$ cat src/epw_params.svh
`ifndef EPW_PARAMS_SVH
`define EPW_PARAMS_SVH
// Register addresses
`define EPW_ADR_FLAGS1     4'h0
`define EPW_ADR_ENABLE1    4'h1
`define EPW_ADR_PRIO1      4'h2
`define EPW_ADR_FLAGS2     4'h3
`define EPW_ADR_ENABLE2    4'h4
`define EPW_ADR_PRIO2      4'h5
`define EPW_ADR_TB_COUNT   4'h6
`define EPW_ADR_TB_CTRL    4'h7
`define EPW_ADR_TB_PERIOD  4'h8
`define EPW_ADR_DUTY_LO    4'h9
`define EPW_ADR_DUTY_HI    4'ha
`define EPW_ADR_UNIT_CTRL  4'hb
`define EPW_ADR_SHDN_CTRL  4'hc
`define EPW_ADR_DB_CTRL    4'hd
`define EPW_ADR_PIN_DIR    4'he
`define EPW_ADR_CLK_STAT   4'hf
// Field positions
`define EPW_BIT_OSC_FAIL      7
`define EPW_BIT_TB_MATCH      1
`define EPW_BIT_CAP_CMP       2
`define EPW_BIT_TB_RUN        2
`define EPW_BIT_SHDN_STATUS   7
`define EPW_BIT_RESTART_EN    7
// Implemented-bit masks for the small package, and for enable/priority 2 in both packages
`define EPW_MASK_UNIT_CTRL_SMALL 8'h3f
`define EPW_MASK_SHDN_SMALL      8'hfc
`define EPW_MASK_DB_SMALL        8'h80
`define EPW_MASK_FLAGS2          8'hdf
// Reset values
`define EPW_RST_BYTE      8'h00
`define EPW_RST_PERIOD    8'hff
`define EPW_RST_PIN_DIR   4'hf
`endif

$ cat src/epw_pkg.sv
package epw_pkg;
   typedef enum logic [2:0] {
      EPW_CLK_PRIMARY  = 3'b001,
      EPW_CLK_PM       = 3'b010,
      EPW_CLK_INTERNAL = 3'b100
   } epw_clk_src_t;
   typedef enum logic [3:0] {
      EPW_PM_RUN      = 4'b0001,
      EPW_PM_PRIMARY_CLOCK_IDLE_STATE = 4'b0010,
      EPW_PM_OTHER    = 4'b0100,
      EPW_PM_SLEEP    = 4'b1000
   } epw_pm_state_t;
endpackage : epw_pkg

$ cat src/epw_timebase.sv
`timescale 1ns/1ps
`include "epw_params.svh"
module epw_timebase
(
   // Clock and reset
   input  wire logic       i_clk,
   input  wire logic       i_rstn,
   // Control
   input  wire logic       i_tick,
   input  wire logic       i_run,
   input  wire logic [1:0] i_prescale,
   input  wire logic [3:0] i_postscale,
   input  wire logic [7:0] i_period,
   input  wire logic       i_load,
   input  wire logic [7:0] i_load_val,
   // Status
   output logic [7:0]      o_count,
   output logic            o_period_end,
   output logic            o_match_pulse
);
   logic [3:0] pre_r;
   logic [3:0] post_r;
   logic [7:0] cnt_r;
   logic [3:0] pre_lim;
   logic       adv;
   logic       wrap;
   assign pre_lim = (i_prescale == 2'b00) ? 4'h0 : (i_prescale == 2'b01) ? 4'h3 : 4'hf;
   assign adv = i_tick && i_run && (pre_r == pre_lim);
   assign wrap = adv && (cnt_r == i_period);
   assign o_count = cnt_r;
   assign o_period_end = wrap;
   always_ff @(posedge i_clk)
   begin
      if (!i_rstn)
      begin
         pre_r <= 4'h0;
         post_r <= 4'h0;
         cnt_r <= 8'h00;
         o_match_pulse <= 1'b0;
      end
      else
      begin
         o_match_pulse <= wrap && (post_r == i_postscale);
         if (i_load)
         begin
            cnt_r <= i_load_val;
            pre_r <= 4'h0;
         end
         else if (i_tick && i_run)
         begin
            pre_r <= (pre_r == pre_lim) ? 4'h0 : pre_r + 4'h1;
            if (adv)
               cnt_r <= wrap ? 8'h00 : cnt_r + 8'h01;
         end
         if (wrap)
            post_r <= (post_r == i_postscale) ? 4'h0 : post_r + 4'h1;
      end
   end
endmodule : epw_timebase

$ cat src/epw_core.sv
`timescale 1ns/1ps
`include "epw_params.svh"
// Functional notes
// - In sleep with clocks stopped, timebase and PWM state never advance.
// - In sleep, driven PWM pins keep their last level.
// - On wake, PWM and timebase resume from the frozen state.
// - In primary idle, unit keeps running from the primary clock unchanged.
// - Other power-managed states clock the timebase from their selected clock.
// - Clock failure with monitor on enters internal run and sets oscillator-fail flag.
// - After clock failure, PWM continues on the internal oscillator clock.
// - Any reset makes pins inputs and returns all unit registers to reset values.
// - After reset the unit behaves as the plain, non-enhanced unit.
// - Small package: output config, B/D shutdown and deadband bits read zero.
// - Duty value is two separately addressable byte registers, low and high.
module epw_core
#(
   parameter bit SMALL_PKG = 1'b0
)
(
   // Clock and reset
   input  wire logic       i_clk,
   input  wire logic       i_rstn,
   // Register port
   input  wire logic [3:0] i_addr,
   input  wire logic [7:0] i_wdata,
   input  wire logic       i_wr,
   input  wire logic       i_rd,
   output logic [7:0]      o_rdata,
   // Power management and clock ticks
   input  wire logic       i_sleep,
   input  wire logic       i_primary_clock_idle_state,
   input  wire logic       i_pm_other,
   input  wire logic       i_fscm_en,
   input  wire logic       i_pri_fail,
   input  wire logic       i_pri_tick,
   input  wire logic       i_pm_tick,
   input  wire logic       i_int_tick,
   // Shutdown input
   input  wire logic       i_fault,
   // PWM pins
   output logic [3:0]      o_pwm,
   output logic [3:0]      o_pwm_oe,
   // Interrupt
   output logic            o_irq
);
   logic [7:0] flags1_r;
   logic [7:0] en1_r;
   logic [7:0] prio1_r;
   logic [7:0] flags2_r;
   logic [7:0] en2_r;
   logic [7:0] prio2_r;
   logic [7:0] tb_ctrl_r;
   logic [7:0] period_r;
   logic [7:0] duty_lo_r;
   logic [7:0] duty_hi_r;
   logic [7:0] unit_ctrl_r;
   logic [7:0] shdn_r;
   logic [7:0] db_r;
   logic [3:0] pin_dir_r;
   logic       fail_seen_r;
   logic [7:0] duty_lat_r;
   logic [3:0] pwm_r;
   logic [7:0] rdata_r;
   epw_pkg::epw_clk_src_t clk_src;
   epw_pkg::epw_pm_state_t pm_state;
   logic       tick;
   logic       run_en;
   logic [7:0] tb_count;
   logic       period_end;
   logic       match_pulse;
   logic       wr_hit;
   logic       tb_load;
   logic       pwm_mode;
   logic       pwm_level;
   logic       shdn_now;
   logic [1:0] ac_state;
   logic [1:0] bd_state;
   logic [7:0] unit_ctrl_rd;
   logic [7:0] shdn_rd;
   logic [7:0] db_rd;
   logic [7:0] rd_mux;
   logic       pend;

   function automatic logic wr_to(input logic [3:0] a, input logic [3:0] r, input logic w);
      wr_to = w && (a == r);
   endfunction : wr_to

   // Power state and clock source selection
   assign pm_state = i_sleep ? epw_pkg::EPW_PM_SLEEP :
                     i_primary_clock_idle_state ? epw_pkg::EPW_PM_PRIMARY_CLOCK_IDLE_STATE :
                     i_pm_other ? epw_pkg::EPW_PM_OTHER : epw_pkg::EPW_PM_RUN;
   assign clk_src = fail_seen_r ? epw_pkg::EPW_CLK_INTERNAL :
                    (pm_state == epw_pkg::EPW_PM_OTHER) ? epw_pkg::EPW_CLK_PM :
                    epw_pkg::EPW_CLK_PRIMARY;
   always_comb
   begin
      unique case (clk_src)
         epw_pkg::EPW_CLK_PRIMARY:  tick = i_pri_tick;
         epw_pkg::EPW_CLK_PM:       tick = i_pm_tick;
         epw_pkg::EPW_CLK_INTERNAL: tick = i_int_tick;
         default:                   tick = 1'b0;
      endcase
   end
   assign run_en = !i_sleep;

   assign wr_hit = i_wr && run_en;
   assign tb_load = wr_to(i_addr, `EPW_ADR_TB_COUNT, wr_hit);

   epw_timebase u_tb
   (
      .i_clk         (i_clk),
      .i_rstn        (i_rstn),
      .i_tick        (tick && run_en),
      .i_run         (tb_ctrl_r[`EPW_BIT_TB_RUN]),
      .i_prescale    (tb_ctrl_r[1:0]),
      .i_postscale   (tb_ctrl_r[6:3]),
      .i_period      (period_r),
      .i_load        (tb_load),
      .i_load_val    (i_wdata),
      .o_count       (tb_count),
      .o_period_end  (period_end),
      .o_match_pulse (match_pulse)
   );

   // PWM when mode bits are 11xx; reset value 0 is plain mode, single output
   assign pwm_mode = (unit_ctrl_r[3:2] == 2'b11);
   assign pwm_level = ({tb_count, 2'b00} < {duty_lat_r, unit_ctrl_r[5:4]});
   assign shdn_now = shdn_r[`EPW_BIT_SHDN_STATUS];
   assign ac_state = shdn_r[3:2];
   assign bd_state = SMALL_PKG ? 2'b00 : shdn_r[1:0];

   // Read views with unimplemented bits forced to zero
   assign unit_ctrl_rd = SMALL_PKG ? (unit_ctrl_r & `EPW_MASK_UNIT_CTRL_SMALL)
                                   : unit_ctrl_r;
   assign shdn_rd = SMALL_PKG ? (shdn_r & `EPW_MASK_SHDN_SMALL) : shdn_r;
   assign db_rd = SMALL_PKG ? (db_r & `EPW_MASK_DB_SMALL) : db_r;

   assign rd_mux = (i_addr == `EPW_ADR_FLAGS1)    ? flags1_r :
                   (i_addr == `EPW_ADR_ENABLE1)   ? en1_r :
                   (i_addr == `EPW_ADR_PRIO1)     ? prio1_r :
                   (i_addr == `EPW_ADR_FLAGS2)    ? flags2_r :
                   (i_addr == `EPW_ADR_ENABLE2)   ? en2_r :
                   (i_addr == `EPW_ADR_PRIO2)     ? prio2_r :
                   (i_addr == `EPW_ADR_TB_COUNT)  ? tb_count :
                   (i_addr == `EPW_ADR_TB_CTRL)   ? tb_ctrl_r :
                   (i_addr == `EPW_ADR_TB_PERIOD) ? period_r :
                   (i_addr == `EPW_ADR_DUTY_LO)   ? duty_lo_r :
                   (i_addr == `EPW_ADR_DUTY_HI)   ? duty_hi_r :
                   (i_addr == `EPW_ADR_UNIT_CTRL) ? unit_ctrl_rd :
                   (i_addr == `EPW_ADR_SHDN_CTRL) ? shdn_rd :
                   (i_addr == `EPW_ADR_DB_CTRL)   ? db_rd :
                   (i_addr == `EPW_ADR_PIN_DIR)   ? {4'h0, pin_dir_r} :
                   {5'h00, clk_src};

   assign pend = |(flags1_r & en1_r) || |(flags2_r & en2_r);
   assign o_irq = pend;
   assign o_rdata = rdata_r;
   assign o_pwm = pwm_r;
   assign o_pwm_oe = ~pin_dir_r;

   // Read data, one cycle after the strobe
   always_ff @(posedge i_clk)
   begin
      if (!i_rstn)
         rdata_r <= `EPW_RST_BYTE;
      else
         rdata_r <= i_rd ? rd_mux : `EPW_RST_BYTE;
   end

   // Software-owned configuration, frozen while asleep
   always_ff @(posedge i_clk)
   begin
      if (!i_rstn)
      begin
         en1_r <= `EPW_RST_BYTE;
         prio1_r <= `EPW_RST_BYTE;
         en2_r <= `EPW_RST_BYTE;
         prio2_r <= `EPW_RST_BYTE;
         tb_ctrl_r <= `EPW_RST_BYTE;
         period_r <= `EPW_RST_PERIOD;
         duty_lo_r <= `EPW_RST_BYTE;
         duty_hi_r <= `EPW_RST_BYTE;
         unit_ctrl_r <= `EPW_RST_BYTE;
         db_r <= `EPW_RST_BYTE;
         pin_dir_r <= `EPW_RST_PIN_DIR;
      end
      else
      begin
         if (wr_to(i_addr, `EPW_ADR_ENABLE1, wr_hit))
            en1_r <= i_wdata;
         if (wr_to(i_addr, `EPW_ADR_PRIO1, wr_hit))
            prio1_r <= i_wdata;
         if (wr_to(i_addr, `EPW_ADR_ENABLE2, wr_hit))
            en2_r <= i_wdata & `EPW_MASK_FLAGS2;
         if (wr_to(i_addr, `EPW_ADR_PRIO2, wr_hit))
            prio2_r <= i_wdata & `EPW_MASK_FLAGS2;
         if (wr_to(i_addr, `EPW_ADR_TB_CTRL, wr_hit))
            tb_ctrl_r <= {1'b0, i_wdata[6:0]};
         if (wr_to(i_addr, `EPW_ADR_TB_PERIOD, wr_hit))
            period_r <= i_wdata;
         if (wr_to(i_addr, `EPW_ADR_DUTY_LO, wr_hit))
            duty_lo_r <= i_wdata;
         if (wr_to(i_addr, `EPW_ADR_DUTY_HI, wr_hit))
            duty_hi_r <= i_wdata;
         if (wr_to(i_addr, `EPW_ADR_UNIT_CTRL, wr_hit))
            unit_ctrl_r <= i_wdata;
         if (wr_to(i_addr, `EPW_ADR_DB_CTRL, wr_hit))
            db_r <= i_wdata;
         if (wr_to(i_addr, `EPW_ADR_PIN_DIR, wr_hit))
            pin_dir_r <= i_wdata[3:0];
      end
   end

   // Flags: hardware set wins over a write-one clear
   always_ff @(posedge i_clk)
   begin
      if (!i_rstn)
      begin
         flags1_r <= `EPW_RST_BYTE;
         flags2_r <= `EPW_RST_BYTE;
         fail_seen_r <= 1'b0;
      end
      else
      begin
         flags1_r <= (flags1_r & ~(wr_to(i_addr, `EPW_ADR_FLAGS1, i_wr) ? i_wdata : 8'h00))
                     | {5'h00, period_end && pwm_mode && run_en, match_pulse && run_en, 1'b0};
         flags2_r <= (flags2_r & ~(wr_to(i_addr, `EPW_ADR_FLAGS2, i_wr) ? i_wdata : 8'h00))
                     | {i_fscm_en && i_pri_fail && !fail_seen_r, 7'h00};
         if (i_fscm_en && i_pri_fail)
            fail_seen_r <= 1'b1;
         else if (!i_pri_fail)
            fail_seen_r <= 1'b0;
      end
   end

   // Shutdown control; status clears by software or on restart at period end
   always_ff @(posedge i_clk)
   begin
      if (!i_rstn)
         shdn_r <= `EPW_RST_BYTE;
      else if (run_en)
      begin
         if (wr_to(i_addr, `EPW_ADR_SHDN_CTRL, i_wr))
            shdn_r <= (i_fault && (shdn_r[6:4] != 3'b000)) ? (i_wdata | 8'h80) : i_wdata;
         else if ((shdn_r[6:4] != 3'b000) && i_fault)
            shdn_r[`EPW_BIT_SHDN_STATUS] <= 1'b1;
         else if (db_r[`EPW_BIT_RESTART_EN] && period_end)
            shdn_r[`EPW_BIT_SHDN_STATUS] <= 1'b0;
      end
   end

   // Duty latch and pin levels; all held across sleep and resumed unchanged
   always_ff @(posedge i_clk)
   begin
      if (!i_rstn)
      begin
         duty_lat_r <= `EPW_RST_BYTE;
         pwm_r <= 4'h0;
      end
      else if (run_en)
      begin
         if (period_end)
            duty_lat_r <= duty_lo_r;
         if (shdn_now)
            pwm_r <= {bd_state[0], ac_state[0], bd_state[0], ac_state[0]};
         else if (pwm_mode)
            pwm_r <= {3'b000, pwm_level ^ unit_ctrl_r[1]};
         else
            pwm_r <= 4'h0;
      end
      else
         pwm_r <= pwm_r;
   end
endmodule : epw_core

$ cat config.mk
export PLATFORM = sky130hd
export DESIGN_NAME = epw_core
export DESIGN_NICKNAME = d
export VERILOG_FILES = /design/src/epw_pkg.sv /design/src/epw_timebase.sv /design/src/epw_core.sv
export VERILOG_INCLUDE_DIRS = /design/src
export SDC_FILE = /design/constraint.sdc
export NUM_CORES = 1
export LEC_CHECK = 0
export BUFFER_PORTS_ARGS = -buffer_cell sky130_fd_sc_hd__buf_2
export CAP_MARGIN = 10
export CORE_MARGIN = 5
export CORE_UTILIZATION = 60
export DETAILED_ROUTE_END_ITERATION = 8
export PLACE_DENSITY = 0.88
export SETUP_SLACK_MARGIN = 0.2
export SLEW_MARGIN = 20
export SYNTH_ARGS = -nofsm -noshare
export SYNTH_HDL_FRONTEND = slang
export SYNTH_SLANG_ARGS = --single-unit
$ cat constraint.sdc
create_clock -name i_clk -period 2.3 [get_ports i_clk]
set_input_delay 0 -clock i_clk [delete_from_list [all_inputs] [get_ports i_clk]]
set_output_delay 0 -clock i_clk [all_outputs]
set_load 0.1 [all_outputs]
==> flow_results.xml <==
<?xml version="1.0" encoding="UTF-8"?>
<metrics>
  <group name="detailed_routing">
    <metric name="postRouteWirelength" unit="um">23200</metric>
    <metric name="drtPass1Iterations" unit="">6</metric>
    <metric name="avgViaCountPerCell" unit="">6.53</metric>
    <metric name="detail-route-antenna-nets" unit="">0</metric>
    <metric name="dr_total_vias" unit="">7121</metric>
    <metric name="post-route-drc-count" unit="">0</metric>
    <metric name="drt_first_iter_violations" unit="">1227</metric>
    <metric name="detail_route.wl_per_cell" unit="um">21.3</metric>
  </group>
  <group name="cells_and_area">
    <metric name="final_cell_mix" unit="">dfxtp_1, nand2_1, mux2i_1</metric>
    <metric name="final_layout_size_suffix_gt1_share" unit="%">14.0</metric>
    <metric name="layout.filler_cells" unit="">899</metric>
    <metric name="final_nets" unit="">949</metric>
    <metric name="antenna_cells" unit="">0</metric>
    <metric name="area_occupied_by_multi_input_gates" unit="sq mm">0.00426</metric>
    <metric name="final_core_utilization" unit="%">70.9</metric>
    <metric name="seq_cell_area" unit="sq mm">0.00284</metric>
    <metric name="area_growth_syn_to_layout" unit="%">15.3</metric>
    <metric name="layout.cells.most_common" unit="">dfxtp_1</metric>
  </group>
  <group name="critical_path">
    <metric name="worstPathRequired" unit="ns">2.67</metric>
    <metric name="rr_startpoint" unit="">fail_seen_r</metric>
    <metric name="path_class" unit="">flop to flop</metric>
    <metric name="cp.buffers_inverters" unit="">1</metric>
    <metric name="timing.critical_path.slowest_cell_delay" unit="ns">0.51</metric>
    <metric name="critPathTopFamily" unit="">simple AND/OR/NAND/NOR gates</metric>
    <metric name="critical_path_peak_fanout" unit="">9</metric>
    <metric name="list_of_cells_traversed_by_the_critical_path" unit="">nor2_1 -&gt; mux2i_1 -&gt; nand2_2 -&gt; buf_4 -&gt; or4b_1 -&gt; nand3_1</metric>
    <metric name="worstPathArrival" unit="ns">2.30</metric>
    <metric name="timing.reg2reg.setup_slack" unit="ns">0.36</metric>
    <metric name="critPathSlowestCell" unit="">or4b_1</metric>
    <metric name="worstRegToRegCells" unit="">6</metric>
    <metric name="worstSetupStartpointType" unit="">flop</metric>
    <metric name="worst_setup_path_end_kind" unit="">flop</metric>
    <metric name="r2r_end" unit="">u_tb.o_count[1]</metric>
  </group>
  <group name="min_path">
    <metric name="hold_path_depth" unit="">3</metric>
    <metric name="holdCritPathClass" unit="">primary input to flop</metric>
    <metric name="hold_path_end" unit="">o_rdata[7]</metric>
    <metric name="worst_hold_startpoint" unit="">i_rd</metric>
  </group>
  <group name="synth">
    <metric name="synth-warning-count" unit="">0</metric>
    <metric name="synth.area.top_cells" unit="">dfxtp_1, mux2i_1, nand2_1</metric>
    <metric name="count_of_flip_flops_with_a_built_in_enable_after_synthesis" unit="">0</metric>
    <metric name="biggest_area_consumer_among_synthesized_cells" unit="">dfxtp_1</metric>
    <metric name="synth_async_sr_flop_share" unit="%">0</metric>
    <metric name="synth_sequential_area_ratio" unit="%">38.2</metric>
    <metric name="synthesis.area" unit="sq mm">0.00745</metric>
    <metric name="mean_instance_size_in_the_synthesized_netlist" unit="sq um">8.48</metric>
    <metric name="yosys_register_bits" unit="">142</metric>
    <metric name="postSynthCellCount" unit="">878</metric>
    <metric name="synthDistinctLibCells" unit="">65</metric>
    <metric name="netlist.area_leader.share" unit="%">38.2</metric>
    <metric name="mappedNetlistNets" unit="">914</metric>
    <metric name="yosys_most_used_dff" unit="">dfxtp_1</metric>
  </group>
  <group name="sta">
    <metric name="worstMarginPinSlew" unit="ns">0.709</metric>
    <metric name="period_share" unit="%">84.2</metric>
    <metric name="worst_slew_margin_rel" unit="%">52.3</metric>
    <metric name="setup_tns" unit="ns">0</metric>
    <metric name="period_needed" unit="ns">1.94</metric>
    <metric name="rsz0062_at_grt" unit="">no</metric>
    <metric name="drv_slew" unit="">0</metric>
    <metric name="setup_violations" unit="">0</metric>
    <metric name="fin_skew" unit="ns">0.00674</metric>
    <metric name="final_hold_vio_count" unit="">0</metric>
    <metric name="fmax" unit="MHz">516</metric>
  </group>
  <group name="clock_tree">
    <metric name="clk_root_buffer_cell" unit="">clkbuf_16</metric>
    <metric name="clk_transition_reported_paths" unit="ns">0.06</metric>
    <metric name="cts_tree" unit="">built</metric>
    <metric name="cts_inserted_buffers" unit="">17</metric>
    <metric name="htree_num_levels" unit="">4</metric>
    <metric name="cts.sinks" unit="">142</metric>
    <metric name="cts_buffer_depth" unit="">2</metric>
    <metric name="worst_skew_pair.late_latency" unit="ns">0.43</metric>
  </group>
  <group name="floorplan">
    <metric name="chipHeight" unit="um">121</metric>
    <metric name="initial_utilization" unit="%">61.5</metric>
    <metric name="overall_die_area" unit="sq mm">0.0147</metric>
    <metric name="fp.dieW" unit="um">121</metric>
    <metric name="fp-row-count" unit="">40</metric>
    <metric name="placeableCoreArea" unit="sq mm">0.0121</metric>
    <metric name="io_pins" unit="">42</metric>
  </group>
  <group name="place">
    <metric name="gpl.final_weighted_congestion" unit="">0.962</metric>
    <metric name="buffer_ports.inserted" unit="">41</metric>
    <metric name="detailed_place_hpwl" unit="um">15600</metric>
  </group>
  <group name="run">
    <metric name="max_cap_violations" unit="">0</metric>
  </group>
  <group name="global_routing">
    <metric name="grt_first_pass_wirelength" unit="um">36300</metric>
    <metric name="grt_start_max_net_pins" unit="">70</metric>
    <metric name="groute.usage.overall" unit="%">31.9</metric>
    <metric name="first_global_vias" unit="">6557</metric>
    <metric name="initial_antenna_violation_count" unit="">0</metric>
    <metric name="global_route.overflow_total" unit="">0</metric>
  </group>
  <group name="pwr">
    <metric name="power_density" unit="mW/mm^2">697</metric>
    <metric name="power_leakage" unit="nW">3.56</metric>
    <metric name="combinationalPowerShare" unit="%">8.8</metric>
    <metric name="p_int" unit="mW">4.56</metric>
    <metric name="irDropWorstVdd" unit="mV">0.603</metric>
    <metric name="net-switching-power" unit="mW">1.42</metric>
    <metric name="power_frac_seq" unit="%">41.8</metric>
    <metric name="power_frac_clock" unit="%">49.4</metric>
    <metric name="swShare" unit="%">23.8</metric>
  </group>
  <group name="run_status">
    <metric name="run_status" unit="">finished, final reports clean</metric>
  </group>
</metrics>
## sequential cells by signal, indices dropped and copies added (netlist names)
name / cells
prio1_r: 8
shdn_r: 8
o_pwm: 3
u_tb.o_match_pulse: 1
flags2_r: 8
u_tb.pre_r: 4
unit_ctrl_r: 8
u_tb.o_count: 8
u_tb.post_r: 4
db_r: 8
duty_hi_r: 8
en1_r: 8
en2_r: 7
tb_ctrl_r: 7
flags1_r: 8
duty_lo_r: 8
o_rdata: 8
duty_lat_r: 8
period_r: 8
fail_seen_r: 1
prio2_r: 7
pin_dir_r: 4
## metal layers
metal | GRT usage, % | share of wire, % | up-vias | wire [um]
met1 | 43.7 | 40 | 3335 | 9370
met4 | 13.2 | 3.5 | 0 | 815
met3 | 7.51 | 12 | 79 | 2670
li1 | - | - | 3209 | -
met2 | 48.2 | 45 | 498 | 10400
met5 | 0 | 0 | - | 0
## how the worst max path moves through the flow
stage / start / end / slack (ns) / depth (start not counted)
floorplan: u_tb.o_count[4] / u_tb.post_r[0] / 0.56 / 5
global placement: i_addr[0] / o_rdata[2] / 0.31 / 8
detailed placement: i_sleep / u_tb.o_count[1] / 0.26 / 7
CTS: fail_seen_r / u_tb.o_count[1] / 0.33 / 6
global route: fail_seen_r / u_tb.o_count[1] / 0.23 / 6
finish: fail_seen_r / u_tb.o_count[1] / 0.36 / 6
## through the flow
stage	instance area [sq um]	worst slack, ns	power, mW	hold slack [ns]	instances
after global placement	7900	0.312	3.04	0.240	1056
after CTS	8580	0.332	5.97	0.00193	1091
final	8590	0.362	5.98	0.0379	1091
after global routing	8590	0.234	6.13	0.0329	1091
after detailed placement	7900	0.264	3.05	0.241	1056
after floorplan	7450	0.560	2.89	0.138	878
## what timing repair did
action / CTS / global route
setup endpoints to repair: 0 / 3
hold buffers: 6 / 0
hold endpoints to repair: 7 / 0
gates resized for setup: 0 / 2
buffers inserted: 0 / 0
## worst reg2reg max path: stages (launching register included)
cell and delay, ns:
dfxtp_1 0.49, nor2_1 0.09, mux2i_1 0.29, nand2_2 0.20
buf_4 0.22, or4b_1 0.51, nand3_1 0.07
## power by group through the flow
stage | sequential [mW] | combinational, mW | clock, mW
detailed placement | 2.55 | 0.493 | 0
floorplan | 2.59 | 0.298 | 0
CTS | 2.50 | 0.505 | 2.96
finish | 2.50 | 0.524 | 2.95
global route | 2.50 | 0.552 | 3.08
global placement | 2.55 | 0.490 | 0
## final cells by class
cell class | instances | share of cell area, %
clock buffers | 18 | 5.00
clock inverters | 11 | 2.24
inverters | 18 | 0.787
multi-input cells | 649 | 49.7
flip-flops and latches | 142 | 33.1
well taps | 168 | 2.45
repair buffers | 85 | 6.73
## synth_stat cells, types with 4 or more instances
cell type	count
a221oi_1	4
nor3_1	12
clkbuf_1	50
mux2i_1	75
a31oi_1	12
xor2_1	14
buf_2	14
o22ai_1	8
nor2_1	20
o31ai_1	8
and2_1	5
a21boi_0	33
o211ai_1	7
a32oi_1	5
nor4_1	5
o221ai_1	4
a21oi_1	42
nor2b_1	68
nand2b_1	14
a22oi_1	8
o21a_1	4
ha_1	11
mux2_2	7
nand2_1	118
o2111ai_1	4
dfxtp_1	142
nand4_1	12
and3_1	11
inv_1	18
a22o_1	6
nand3_1	59
o21ai_0	25
## kinds of logic (layout without fill, tap and decap cells)
kind of cell               after synthesis  count (layout)  synth area share [%]
adders and majority gates               11              11                  1.85
AOI/OAI and AO/OA                      192             192                  17.7
xor gates and xnor gates                15              15                  1.76
and+or+nand+nor                        348             348                  24.4
DFF                                    142             142                  38.2
buffers and inverters                   87             132                  4.72
muxes                                   83              83                  11.4
(Power assumes the default switching activity.)
